File: config.mk
export PLATFORM = sky130hd
export DESIGN_NAME = i2c_slave_with_timeout
export DESIGN_NICKNAME = d
export VERILOG_FILES = /design/src/design/i2c_slave_pkg.sv /design/src/design/i2c_slave_with_timeout.sv
export SDC_FILE = /design/constraint.sdc
export NUM_CORES = 1
export LEC_CHECK = 0
export ABC_AREA = 0
export BUFFER_PORTS_ARGS = -buffer_cell sky130_fd_sc_hd__buf_2
export CAP_MARGIN = 10
export CORE_ASPECT_RATIO = 1.5
export CORE_MARGIN = 5
export CORE_UTILIZATION = 55
export CTS_BUF_LIST = sky130_fd_sc_hd__clkbuf_4 sky130_fd_sc_hd__clkbuf_8
export CTS_CLUSTER_DIAMETER = 120
export DETAILED_ROUTE_END_ITERATION = 12
export GPL_TIMING_DRIVEN = 0
export HOLD_SLACK_MARGIN = 0.15
export PLACE_DENSITY = 0.84
export SKIP_CTS_REPAIR_TIMING = 1
export SLEW_MARGIN = 40
export SYNTH_ARGS = -nofsm -noshare
export SYNTH_HDL_FRONTEND = slang
export SYNTH_SLANG_ARGS = --single-unit
File: constraint.sdc
create_clock -name aclk -period 4 [get_ports aclk]
set_clock_uncertainty 0.05 [all_clocks]
set_input_delay 0.4 -clock aclk [delete_from_list [all_inputs] [get_ports aclk]]
set_output_delay 0.4 -clock aclk [all_outputs]
set_load 0.01 [all_outputs]
File: src/design/i2c_slave_pkg.sv
// Package: register map, fields, reset values and timing for the two-wire slave
package i2c_slave_pkg;
    // Register byte addresses
    localparam logic [7:0] ADDR_DATA    = 8'h00;
    localparam logic [7:0] ADDR_OWN     = 8'h04;
    localparam logic [7:0] ADDR_MODE    = 8'h08;
    localparam logic [7:0] ADDR_STATUS  = 8'h0C;
    localparam logic [7:0] ADDR_TIMEOUT = 8'h10;
    // Status register fields
    localparam int ST_DONE  = 7;
    localparam int ST_MATCH = 6;
    localparam int ST_BUSY  = 5;
    localparam int ST_TXSEL = 4;
    localparam int ST_ACKS  = 3;
    localparam int ST_DIR   = 2;
    localparam int ST_WAKE  = 1;
    localparam int ST_ACKR  = 0;
    localparam logic [7:0] STATUS_RST = 8'h81;
    // Time-out control fields
    localparam int TO_EN   = 7;
    localparam int TO_FLAG = 6;
    localparam logic [7:0] TIMEOUT_RST = 8'h00;
    localparam logic [7:0] MODE_RST    = 8'h00;
    localparam logic [6:0] OWN_RST     = 7'h00;
    // Subsidiary clock ticks per time-out unit
    localparam int TO_TICK_DIV = 32;
    // Bus answers
    localparam logic [1:0] RESP_OKAY   = 2'h0;
    localparam logic [1:0] RESP_SLVERR = 2'h2;

    typedef struct packed {
        logic scl;
        logic sda;
    } line_pair_t;
endpackage

File: src/design/i2c_slave_with_timeout.sv
// Two-wire bus slave with SCL stretching, time-out and AXI4-Lite registers
`timescale 1ns/100ps
// Function
// - START sets bus busy flag
// - Receive 7 address bits, compare, interrupt
// - Eighth bit stored as direction flag
// - Acknowledge matching address at ninth clock
// - Address match sets matched status flag
// - Stretch SCL until software data access
// - Transmit select follows direction flag
// - Eight bit bytes, MSB first
// - Receiver drives ack control bit at ninth
// - Transmitter releases SDA on master nack
// - One data register for both directions
// - Time-out counts after match, cleared by fall
// - Time-out when period elapses without fall
// - STOP halts time-out counting
// - Overflow: stop, clear enable, set flag, interrupt
// - Time-out resets logic and status register
// - Period is (sel+1) times 32 sub clocks
// - Software clears time-out flag by writing
// - Enable bit7, flag bit6, select 5:0
// - STOP clears bus busy flag
// - Done flag cleared during byte, set after
module i2c_slave_with_timeout
(
    input  wire logic                aclk,
    input  wire logic                aresetn,
    input  wire logic [7:0]          s_axi_awaddr,
    input  wire logic                s_axi_awvalid,
    output logic                     s_axi_awready,
    input  wire logic [31:0]         s_axi_wdata,
    input  wire logic [3:0]          s_axi_wstrb,
    input  wire logic                s_axi_wvalid,
    output logic                     s_axi_wready,
    output logic [1:0]               s_axi_bresp,
    output logic                     s_axi_bvalid,
    input  wire logic                s_axi_bready,
    input  wire logic [7:0]          s_axi_araddr,
    input  wire logic                s_axi_arvalid,
    output logic                     s_axi_arready,
    output logic [31:0]              s_axi_rdata,
    output logic [1:0]               s_axi_rresp,
    output logic                     s_axi_rvalid,
    input  wire logic                s_axi_rready,
    input  wire i2c_slave_pkg::line_pair_t line_in,
    output logic                     scl_oe_n,
    output logic                     sda_oe_n,
    output logic                     scl_out,
    output logic                     sda_out,
    input  wire logic                subsidiary_clock,
    output logic                     irq
);
    import i2c_slave_pkg::*;

    typedef enum logic [2:0] {S_IDLE, S_ADDR, S_AACK, S_RX, S_RXACK, S_TX, S_TXACK}
        phase_t;

    ////////////////////////////////////////////////////////////////////////////
    // Line synchronisers
    logic [1:0] scl_sync_r, sda_sync_r, sub_sync_r;
    logic       scl_q_r, sda_q_r, sub_q_r;
    always_ff @(posedge aclk) begin
        scl_sync_r <= {scl_sync_r[0], line_in.scl};
        sda_sync_r <= {sda_sync_r[0], line_in.sda};
        sub_sync_r <= {sub_sync_r[0], subsidiary_clock};
        scl_q_r    <= scl_sync_r[1];
        sda_q_r    <= sda_sync_r[1];
        sub_q_r    <= sub_sync_r[1];
    end
    wire scl_s = scl_sync_r[1];
    wire sda_s = sda_sync_r[1];
    wire start_det = scl_s & scl_q_r & sda_q_r & ~sda_s;
    wire stop_det  = scl_s & scl_q_r & ~sda_q_r & sda_s;
    wire scl_rise  = scl_s & ~scl_q_r;
    wire scl_fall  = ~scl_s & scl_q_r;
    wire sub_rise  = sub_sync_r[1] & ~sub_q_r;

    ////////////////////////////////////////////////////////////////////////////
    // Registers and state
    phase_t     phase_r;
    logic [7:0] data_r, mode_r, status_r, tocr_r, shift_r;
    logic [6:0] own_r;
    logic [3:0] bit_cnt_r;
    logic       stretch_r, sda_low_r, irq_r, to_run_r;
    logic [4:0] tick_cnt_r;
    logic [5:0] unit_cnt_r;

    ////////////////////////////////////////////////////////////////////////////
    // AXI4-Lite slave
    logic       aw_hold_r, w_hold_r;
    logic [7:0] aw_addr_r;
    logic [31:0] w_data_r;
    logic [3:0] w_strb_r;
    assign s_axi_awready = ~aw_hold_r & ~s_axi_bvalid;
    assign s_axi_wready  = ~w_hold_r & ~s_axi_bvalid;
    assign s_axi_arready = ~s_axi_rvalid;
    wire aw_now   = s_axi_awvalid & s_axi_awready;
    wire w_now    = s_axi_wvalid & s_axi_wready;
    wire aw_have  = aw_hold_r | aw_now;
    wire w_have   = w_hold_r | w_now;
    wire [7:0] wa = aw_hold_r ? aw_addr_r : s_axi_awaddr;
    wire [31:0] wd = w_hold_r ? w_data_r : s_axi_wdata;
    wire [3:0] ws = w_hold_r ? w_strb_r : s_axi_wstrb;
    wire wr_go    = aw_have & w_have & ~s_axi_bvalid;
    wire wr_lane  = wr_go & ws[0];
    wire wr_data  = wr_lane & (wa == ADDR_DATA);
    wire wr_own   = wr_lane & (wa == ADDR_OWN);
    wire wr_mode  = wr_lane & (wa == ADDR_MODE);
    wire wr_stat  = wr_lane & (wa == ADDR_STATUS);
    wire wr_to    = wr_lane & (wa == ADDR_TIMEOUT);
    wire wr_map   = (wa == ADDR_DATA) | (wa == ADDR_OWN) | (wa == ADDR_MODE)
                  | (wa == ADDR_STATUS) | (wa == ADDR_TIMEOUT);
    wire ar_now   = s_axi_arvalid & s_axi_arready;
    wire rd_data  = ar_now & (s_axi_araddr == ADDR_DATA);
    logic [7:0] rd_val;
    logic       rd_ok;
    always_comb begin
        rd_ok  = 1'b1;
        case (s_axi_araddr)
            ADDR_DATA:    rd_val = data_r;
            ADDR_OWN:     rd_val = {own_r, 1'b0};
            ADDR_MODE:    rd_val = mode_r;
            ADDR_STATUS:  rd_val = status_r;
            ADDR_TIMEOUT: rd_val = tocr_r;
            default: begin
                rd_val = 8'h00;
                rd_ok  = 1'b0;
            end
        endcase
    end
    always_ff @(posedge aclk) begin
        if (!aresetn) begin
            aw_hold_r    <= 1'b0;
            w_hold_r     <= 1'b0;
            aw_addr_r    <= 8'h00;
            w_data_r     <= 32'h0000_0000;
            w_strb_r     <= 4'h0;
            s_axi_bvalid <= 1'b0;
            s_axi_bresp  <= RESP_OKAY;
            s_axi_rvalid <= 1'b0;
            s_axi_rdata  <= 32'h0000_0000;
            s_axi_rresp  <= RESP_OKAY;
        end else begin
            if (aw_now && !wr_go) begin
                aw_hold_r <= 1'b1;
                aw_addr_r <= s_axi_awaddr;
            end
            if (w_now && !wr_go) begin
                w_hold_r <= 1'b1;
                w_data_r <= s_axi_wdata;
                w_strb_r <= s_axi_wstrb;
            end
            if (wr_go) begin
                aw_hold_r    <= 1'b0;
                w_hold_r     <= 1'b0;
                s_axi_bvalid <= 1'b1;
                s_axi_bresp  <= wr_map ? RESP_OKAY : RESP_SLVERR;
            end else if (s_axi_bready) begin
                s_axi_bvalid <= 1'b0;
            end
            if (ar_now) begin
                s_axi_rvalid <= 1'b1;
                s_axi_rdata  <= {24'h000000, rd_val};
                s_axi_rresp  <= rd_ok ? RESP_OKAY : RESP_SLVERR;
            end else if (s_axi_rready) begin
                s_axi_rvalid <= 1'b0;
            end
        end
    end

    ////////////////////////////////////////////////////////////////////////////
    // Time-out timer
    // Limit is (select + 1) units of 32 sub clocks; select in bits 5:0
    wire [5:0] to_sel    = tocr_r[5:0];
    wire       unit_tick = sub_rise & (tick_cnt_r == 5'(TO_TICK_DIV - 1));
    // Overflow when the last unit elapses without a fall
    wire       to_fire   = to_run_r & tocr_r[TO_EN] & unit_tick & (unit_cnt_r == to_sel)
                         & ~scl_fall;
    always_ff @(posedge aclk) begin
        // Held clear while disabled or stopped
        if (!aresetn || !tocr_r[TO_EN] || !to_run_r || scl_fall) begin
            tick_cnt_r <= 5'h00;
            unit_cnt_r <= 6'h00;
        end else if (sub_rise) begin
            tick_cnt_r <= tick_cnt_r + 5'h01;
            if (unit_tick) begin
                unit_cnt_r <= unit_cnt_r + 6'h01;
            end
        end
    end

    ////////////////////////////////////////////////////////////////////////////
    // Serial engine
    wire addr_hit = (shift_r[7:1] == own_r);
    wire sw_release = wr_data | rd_data;
    always_ff @(posedge aclk) begin
        if (!aresetn || to_fire) begin
            // Time-out resets engine and status; data, own and mode kept
            phase_r   <= S_IDLE;
            status_r  <= STATUS_RST;
            shift_r   <= 8'h00;
            bit_cnt_r <= 4'h0;
            stretch_r <= 1'b0;
            sda_low_r <= 1'b0;
            to_run_r  <= 1'b0;
            irq_r     <= 1'b0;
            if (!aresetn) begin
                data_r <= 8'h00;
                own_r  <= OWN_RST;
                mode_r <= MODE_RST;
                tocr_r <= TIMEOUT_RST;
            end else begin
                // Stop, clear enable, set flag, interrupt
                tocr_r[TO_EN]   <= 1'b0;
                tocr_r[TO_FLAG] <= 1'b1;
                irq_r           <= 1'b1;
            end
        end else begin
            irq_r <= 1'b0;
            if (wr_own) own_r <= wd[7:1];
            if (wr_mode) mode_r <= wd[7:0];
            // Writes set enable and select; flag cleared by writing zero
            if (wr_to) tocr_r <= {wd[7], wd[6] & tocr_r[TO_FLAG], wd[5:0]};
            if (wr_stat) begin
                status_r[ST_TXSEL] <= wd[ST_TXSEL];
                status_r[ST_ACKS]  <= wd[ST_ACKS];
                status_r[ST_WAKE]  <= wd[ST_WAKE];
            end
            // Same register is loaded by software and by the bus
            if (wr_data) data_r <= wd[7:0];
            // Software access to the data register releases the stretched clock
            if (sw_release) stretch_r <= 1'b0;
            // Byte written during the stretch must go out first, not the stale one
            if (wr_data && stretch_r && phase_r == S_TX) begin
                shift_r   <= wd[7:0];
                sda_low_r <= ~wd[7];
            end
            if (start_det) begin
                status_r[ST_BUSY]  <= 1'b1;
                status_r[ST_MATCH] <= 1'b0;
                phase_r   <= S_ADDR;
                bit_cnt_r <= 4'h0;
                sda_low_r <= 1'b0;
            end else if (stop_det) begin
                status_r[ST_BUSY] <= 1'b0;
                phase_r   <= S_IDLE;
                sda_low_r <= 1'b0;
                to_run_r  <= 1'b0;
            end else if (scl_rise) begin
                case (phase_r)
                    S_ADDR, S_RX: begin
                        shift_r   <= {shift_r[6:0], sda_s};
                        bit_cnt_r <= bit_cnt_r + 4'h1;
                    end
                    S_TXACK: begin
                        status_r[ST_ACKR] <= sda_s;
                    end
                    default: ;
                endcase
            end else if (scl_fall) begin
                case (phase_r)
                    S_ADDR: begin
                        if (bit_cnt_r == 4'h8) begin
                            if (addr_hit) begin
                                phase_r   <= S_AACK;
                                sda_low_r <= 1'b1;
                                status_r[ST_DIR]   <= shift_r[0];
                                status_r[ST_TXSEL] <= shift_r[0];
                                status_r[ST_MATCH] <= 1'b1;
                                to_run_r <= 1'b1;
                            end else begin
                                phase_r <= S_IDLE;
                            end
                        end
                    end
                    S_AACK: begin
                        irq_r     <= 1'b1;
                        stretch_r <= 1'b1;
                        bit_cnt_r <= 4'h0;
                        phase_r   <= status_r[ST_TXSEL] ? S_TX : S_RX;
                        sda_low_r <= status_r[ST_TXSEL] & ~data_r[7];
                        shift_r   <= data_r;
                        status_r[ST_DONE] <= 1'b0;
                    end
                    S_RX: begin
                        status_r[ST_DONE] <= 1'b0;
                        if (bit_cnt_r == 4'h8) begin
                            data_r            <= shift_r;
                            status_r[ST_DONE] <= 1'b1;
                            irq_r             <= 1'b1;
                            phase_r           <= S_RXACK;
                            sda_low_r <= ~status_r[ST_ACKS];
                        end
                    end
                    S_RXACK: begin
                        sda_low_r <= 1'b0;
                        bit_cnt_r <= 4'h0;
                        phase_r   <= S_RX;
                    end
                    S_TX: begin
                        status_r[ST_DONE] <= 1'b0;
                        if (bit_cnt_r == 4'h7) begin
                            sda_low_r <= 1'b0;
                            phase_r   <= S_TXACK;
                        end else begin
                            sda_low_r <= ~shift_r[6];
                            shift_r   <= {shift_r[6:0], 1'b0};
                            bit_cnt_r <= bit_cnt_r + 4'h1;
                        end
                    end
                    S_TXACK: begin
                        status_r[ST_DONE] <= 1'b1;
                        irq_r     <= 1'b1;
                        bit_cnt_r <= 4'h0;
                        if (status_r[ST_ACKR]) begin
                            phase_r   <= S_IDLE;
                            sda_low_r <= 1'b0;
                        end else begin
                            phase_r   <= S_TX;
                            sda_low_r <= ~data_r[7];
                            shift_r   <= data_r;
                        end
                    end
                    default: begin
                        phase_r <= S_IDLE;
                    end
                endcase
            end
        end
    end

    // Slave only pulls SDA low when SCL low or in ack, never a START
    assign sda_out  = 1'b0;
    assign scl_out  = 1'b0;
    assign sda_oe_n = ~sda_low_r;
    assign scl_oe_n = ~stretch_r;
    assign irq      = irq_r;

    ////////////////////////////////////////////////////////////////////////////
    // Checks
    chk_start_busy: assert property (@(posedge aclk) disable iff (!aresetn)
        start_det && !to_fire |=> status_r[ST_BUSY])
        else $error("busy not set after start");
    chk_stop_free: assert property (@(posedge aclk) disable iff (!aresetn)
        stop_det && !start_det |=> !status_r[ST_BUSY] && !to_run_r)
        else $error("busy or timer kept after stop");
    chk_match_ack: assert property (@(posedge aclk) disable iff (!aresetn)
        phase_r == S_ADDR && scl_fall && bit_cnt_r == 4'h8 && shift_r[7:1] == own_r
        && !start_det && !stop_det && !to_fire
        |=> !sda_oe_n && status_r[ST_MATCH] && status_r[ST_DIR] == $past(shift_r[0]))
        else $error("address match not acknowledged");
    chk_stretch_hold: assert property (@(posedge aclk) disable iff (!aresetn)
        stretch_r && !sw_release && !to_fire |=> stretch_r)
        else $error("clock released without software access");
    chk_dir_sel: assert property (@(posedge aclk) disable iff (!aresetn)
        $rose(status_r[ST_MATCH]) |-> status_r[ST_TXSEL] == status_r[ST_DIR])
        else $error("transmit select differs from direction");
    chk_to_reset: assert property (@(posedge aclk) disable iff (!aresetn)
        to_fire |=> status_r == STATUS_RST && tocr_r[TO_FLAG] && !tocr_r[TO_EN]
        && phase_r == S_IDLE && irq)
        else $error("time-out did not reset interface");
    chk_to_idle: assert property (@(posedge aclk) disable iff (!aresetn)
        !tocr_r[TO_EN] |=> unit_cnt_r == 6'h00 && tick_cnt_r == 5'h00)
        else $error("counter moves while disabled");
    chk_fall_clear: assert property (@(posedge aclk) disable iff (!aresetn)
        scl_fall |=> unit_cnt_r == 6'h00)
        else $error("counter not cleared by falling edge");
    chk_rx_done: assert property (@(posedge aclk) disable iff (!aresetn)
        phase_r == S_RX && scl_fall && bit_cnt_r == 4'h8 && !start_det && !stop_det
        && !to_fire |=> status_r[ST_DONE] && irq && data_r == $past(shift_r))
        else $error("received byte not completed");
    cov_match: cover property (@(posedge aclk) $rose(status_r[ST_MATCH]));
    cov_rx: cover property (@(posedge aclk) phase_r == S_RXACK);
    cov_tx: cover property (@(posedge aclk) phase_r == S_TXACK);
    cov_to: cover property (@(posedge aclk) to_fire);
endmodule

==> results.yml <==
status:
  status: "finished, final reports clean"
route:
  drt-vias-per-instance: 5.964
  drt-initial-drc-count: 399
  num_vias: 5028
  first_pass_iters: 6
  drc: 0
  ant_nets: 0
  wl_um: 16240
  wl_per_cell_um: 19.26
floorplanning:
  start_util_pct: 56.37
  dieArea_sq_um: 12630
  die_x_um: 93.45
  ios: 108
  row_count: 45
  die_y_um: 135.2
  coreArea_sq_um: 10190
clock_tree:
  cts_buffers: 9
  htreeDepth: 3
  clock_path_buffers: 2
  insertion_delay_ns: 0.39
  clk_pin_slew_ns: 0.10
  ctsRootBufferMaster: "clkbuf_8"
  tritoncts: "built"
  cts_sinks: 109
sta:
  period_share_pct: 75.44
  final_hold_viol_count: 0
  holdWs_ns: 0.2143
  rsz0062_at_grt: "no"
  setup_violations: 0
  maxSlewViolCount: 0
  worst_slew_pin_slew_ns: 0.7788
  finalCriticalPeriod_ns: 3.018
  max_freq_mhz: 331.4
  setup_tns_ns: 0
  slew_headroom_pct: 47.77
power_and_ir_drop:
  p_per_area_nw_per_um2: 341.8
  power.switching_uw: 616.3
  p_seq_share_pct: 54.5
  p_int_mw: 1.617
  p_clk_share_pct: 31.5
  pwr-share-comb_pct: 14.0
  peakVddDrop_uv: 310.2
  swShare_pct: 27.60
  leakage_nw: 2.602
layout:
  stdcell_area_sq_um: 6534
  area_delta_synth_final_pct: 13.74
  layout.nets: 768
  n_antenna_cell: 0
  drive_gt1_share_pct: 19.52
logic_synthesis:
  synth_area_sq_um: 5744
  async_reset_ff_share_pct: 0
  yosys.area.top_type: "dfxtp_1"
  synth.area.top_cells: "dfxtp_1 (27%), edfxtp_1 (16%), mux2i_1 (5.4%)"
  synth_cell_type_count: 66
  postSynthCellCount: 605
  avgSynthCellArea_sq_um: 9.495
  yosysSeqAreaShare_pct: 43.39
  yosys_warnings: 0
  yosysMostFrequentCell: "dfxtp_1"
  yosys_register_bits: 109
  synth_edf_count: 31
  ys_top_cells_by_count: "dfxtp_1 (78), nand2_1 (51), nor2_1 (38)"
  synth_top_area_share_pct: 27.18
  synth_top_flop_cell: "dfxtp_1"
min_path:
  hold_path.class: "in2reg"
critical_path:
  worstSetupEndpointType: "flop"
  arrival_ns: 3.00
  cp.required_ns: 3.98
  crit_fanout: 10
  crit_type: "reg2reg"
  start_kind: "flop"
global_routing:
  grt_max_degree: 19
  grt_pass1_wl_um: 25220
  grt-ovfl-total: 0
  antenna_found_initial: 0
  use_met1_pct: 27.61
  grtUsageMet2_pct: 46.68
  use_met3_pct: 3.558
  first_global_vias: 4896
  track_usage_pct: 25.77
  grt-busiest-layer: "met2"
flow_run:
  maxCapViolCount: 0
placement:
  place.gp.congestion: 0.9742
  io_buffers: 51
  dpl.hpwl_um: 12520
  placed_cell_area_sq_um: 6304
==> logic make-up after synthesis <==
kind of cell	after synthesis	synth area share (%)
xor gates and xnor gates	22	3.354
buffers and inverters	69	6.404
AOI/OAI and AO/OA	116	12.94
DFF	109	43.39
adders and majority gates	9	1.960
and+or+nand+nor	218	20.61
muxes	61	11.28
other	1	0.06528
==> final timing paths <==
check	from	end	slack, ns	cells past startpoint
min	s_axi_arvalid	s_axi_rvalid	0.21	2
max	tick_cnt_r[0]	mode_r[2]	0.98	9
min reg2reg	sub_sync_r[0]	sub_sync_r[1]	0.29	0
max reg2reg	tick_cnt_r[0]	mode_r[2]	0.98	9
==> critical path: stages, from the launching register on <==
cell	delay (ns)
dfxtp_1	0.35
ha_1	0.22
and3_1	0.20
ha_1	0.18
and2_1	0.14
clkbuf_1	0.18
nand4_1	0.20
clkbuf_1	0.33
nand3b_1	0.17
o31ai_2	0.66
==> power by group through the flow <==
| stage | registers [mW] | logic (mW) | clock network, mW |
|---|---|---|---|
| CTS | 1.22 | 0.306 | 0.707 |
| global placement | 1.24 | 0.294 | 0 |
| floorplan | 1.23 | 0.210 | 0 |
| finish | 1.22 | 0.312 | 0.704 |
| global route | 1.22 | 0.340 | 0.755 |
| detailed placement | 1.24 | 0.305 | 0 |
==> per-layer routing <==
| metal | share of wire (%) | vias to the layer above |
|---|---|---|
| met3 | 6.3 | 71 |
| met1 | 35 | 2385 |
| met5 | 0 | - |
| li1 | - | 2313 |
| met4 | 6.3 | 0 |
| met2 | 52 | 259 |
==> final cells by class <==
| type | instances | area (sq um) |
|---|---|---|
| inverters | 16 | 60.06 |
| flip-flops and latches | 109 | 2492 |
| well taps | 141 | 176.4 |
| clock inverters | 6 | 68.82 |
| plain buffers | 53 | 307.8 |
| repair buffers | 54 | 285.3 |
| multi-input cells | 454 | 3012 |
| fillers | 846 | 3657 |
| clock buffers | 10 | 131.4 |
==> cell usage in the layout (no fill, tap or decap), types with 14 or more instances in the layout <==
cell	Yosys	routed
nand2_1	51	51
mux2i_1	31	31
inv_1	15	15
nor2b_1	26	26
a31oi_1	14	14
buf_2	3	54
nand3_1	28	28
edfxtp_1	31	31
mux2_2	24	24
clkbuf_1	21	21
dfxtp_1	78	78
a21oi_1	33	33
nor2_1	38	38
buf_4	28	28
conb_1	1	28
o21ai_0	21	20
==> flip-flops by register name, indices dropped and copies added (netlist names), 5 cells and up <==
signal       flops
tick_cnt_r       5
own_r            7
tocr_r           8
aw_addr_r        8
mode_r           8
s_axi_rdata      8
w_data_r         8
unit_cnt_r       6
shift_r          8
data_r           8
status_r         8
==> metrics by stage <==
step                util, %  instances  setup WS [ns]  power [mW]
CTS                   63.82        840         0.8289       2.229
floorplan                 -        632          1.266       1.443
detailed placement    61.85        824         0.8571       1.546
global placement      61.60        824         0.7374       1.531
global route          64.11        843         0.7719       2.317
finish                64.11        843         0.9822       2.233
(Power assumes the default switching activity.)
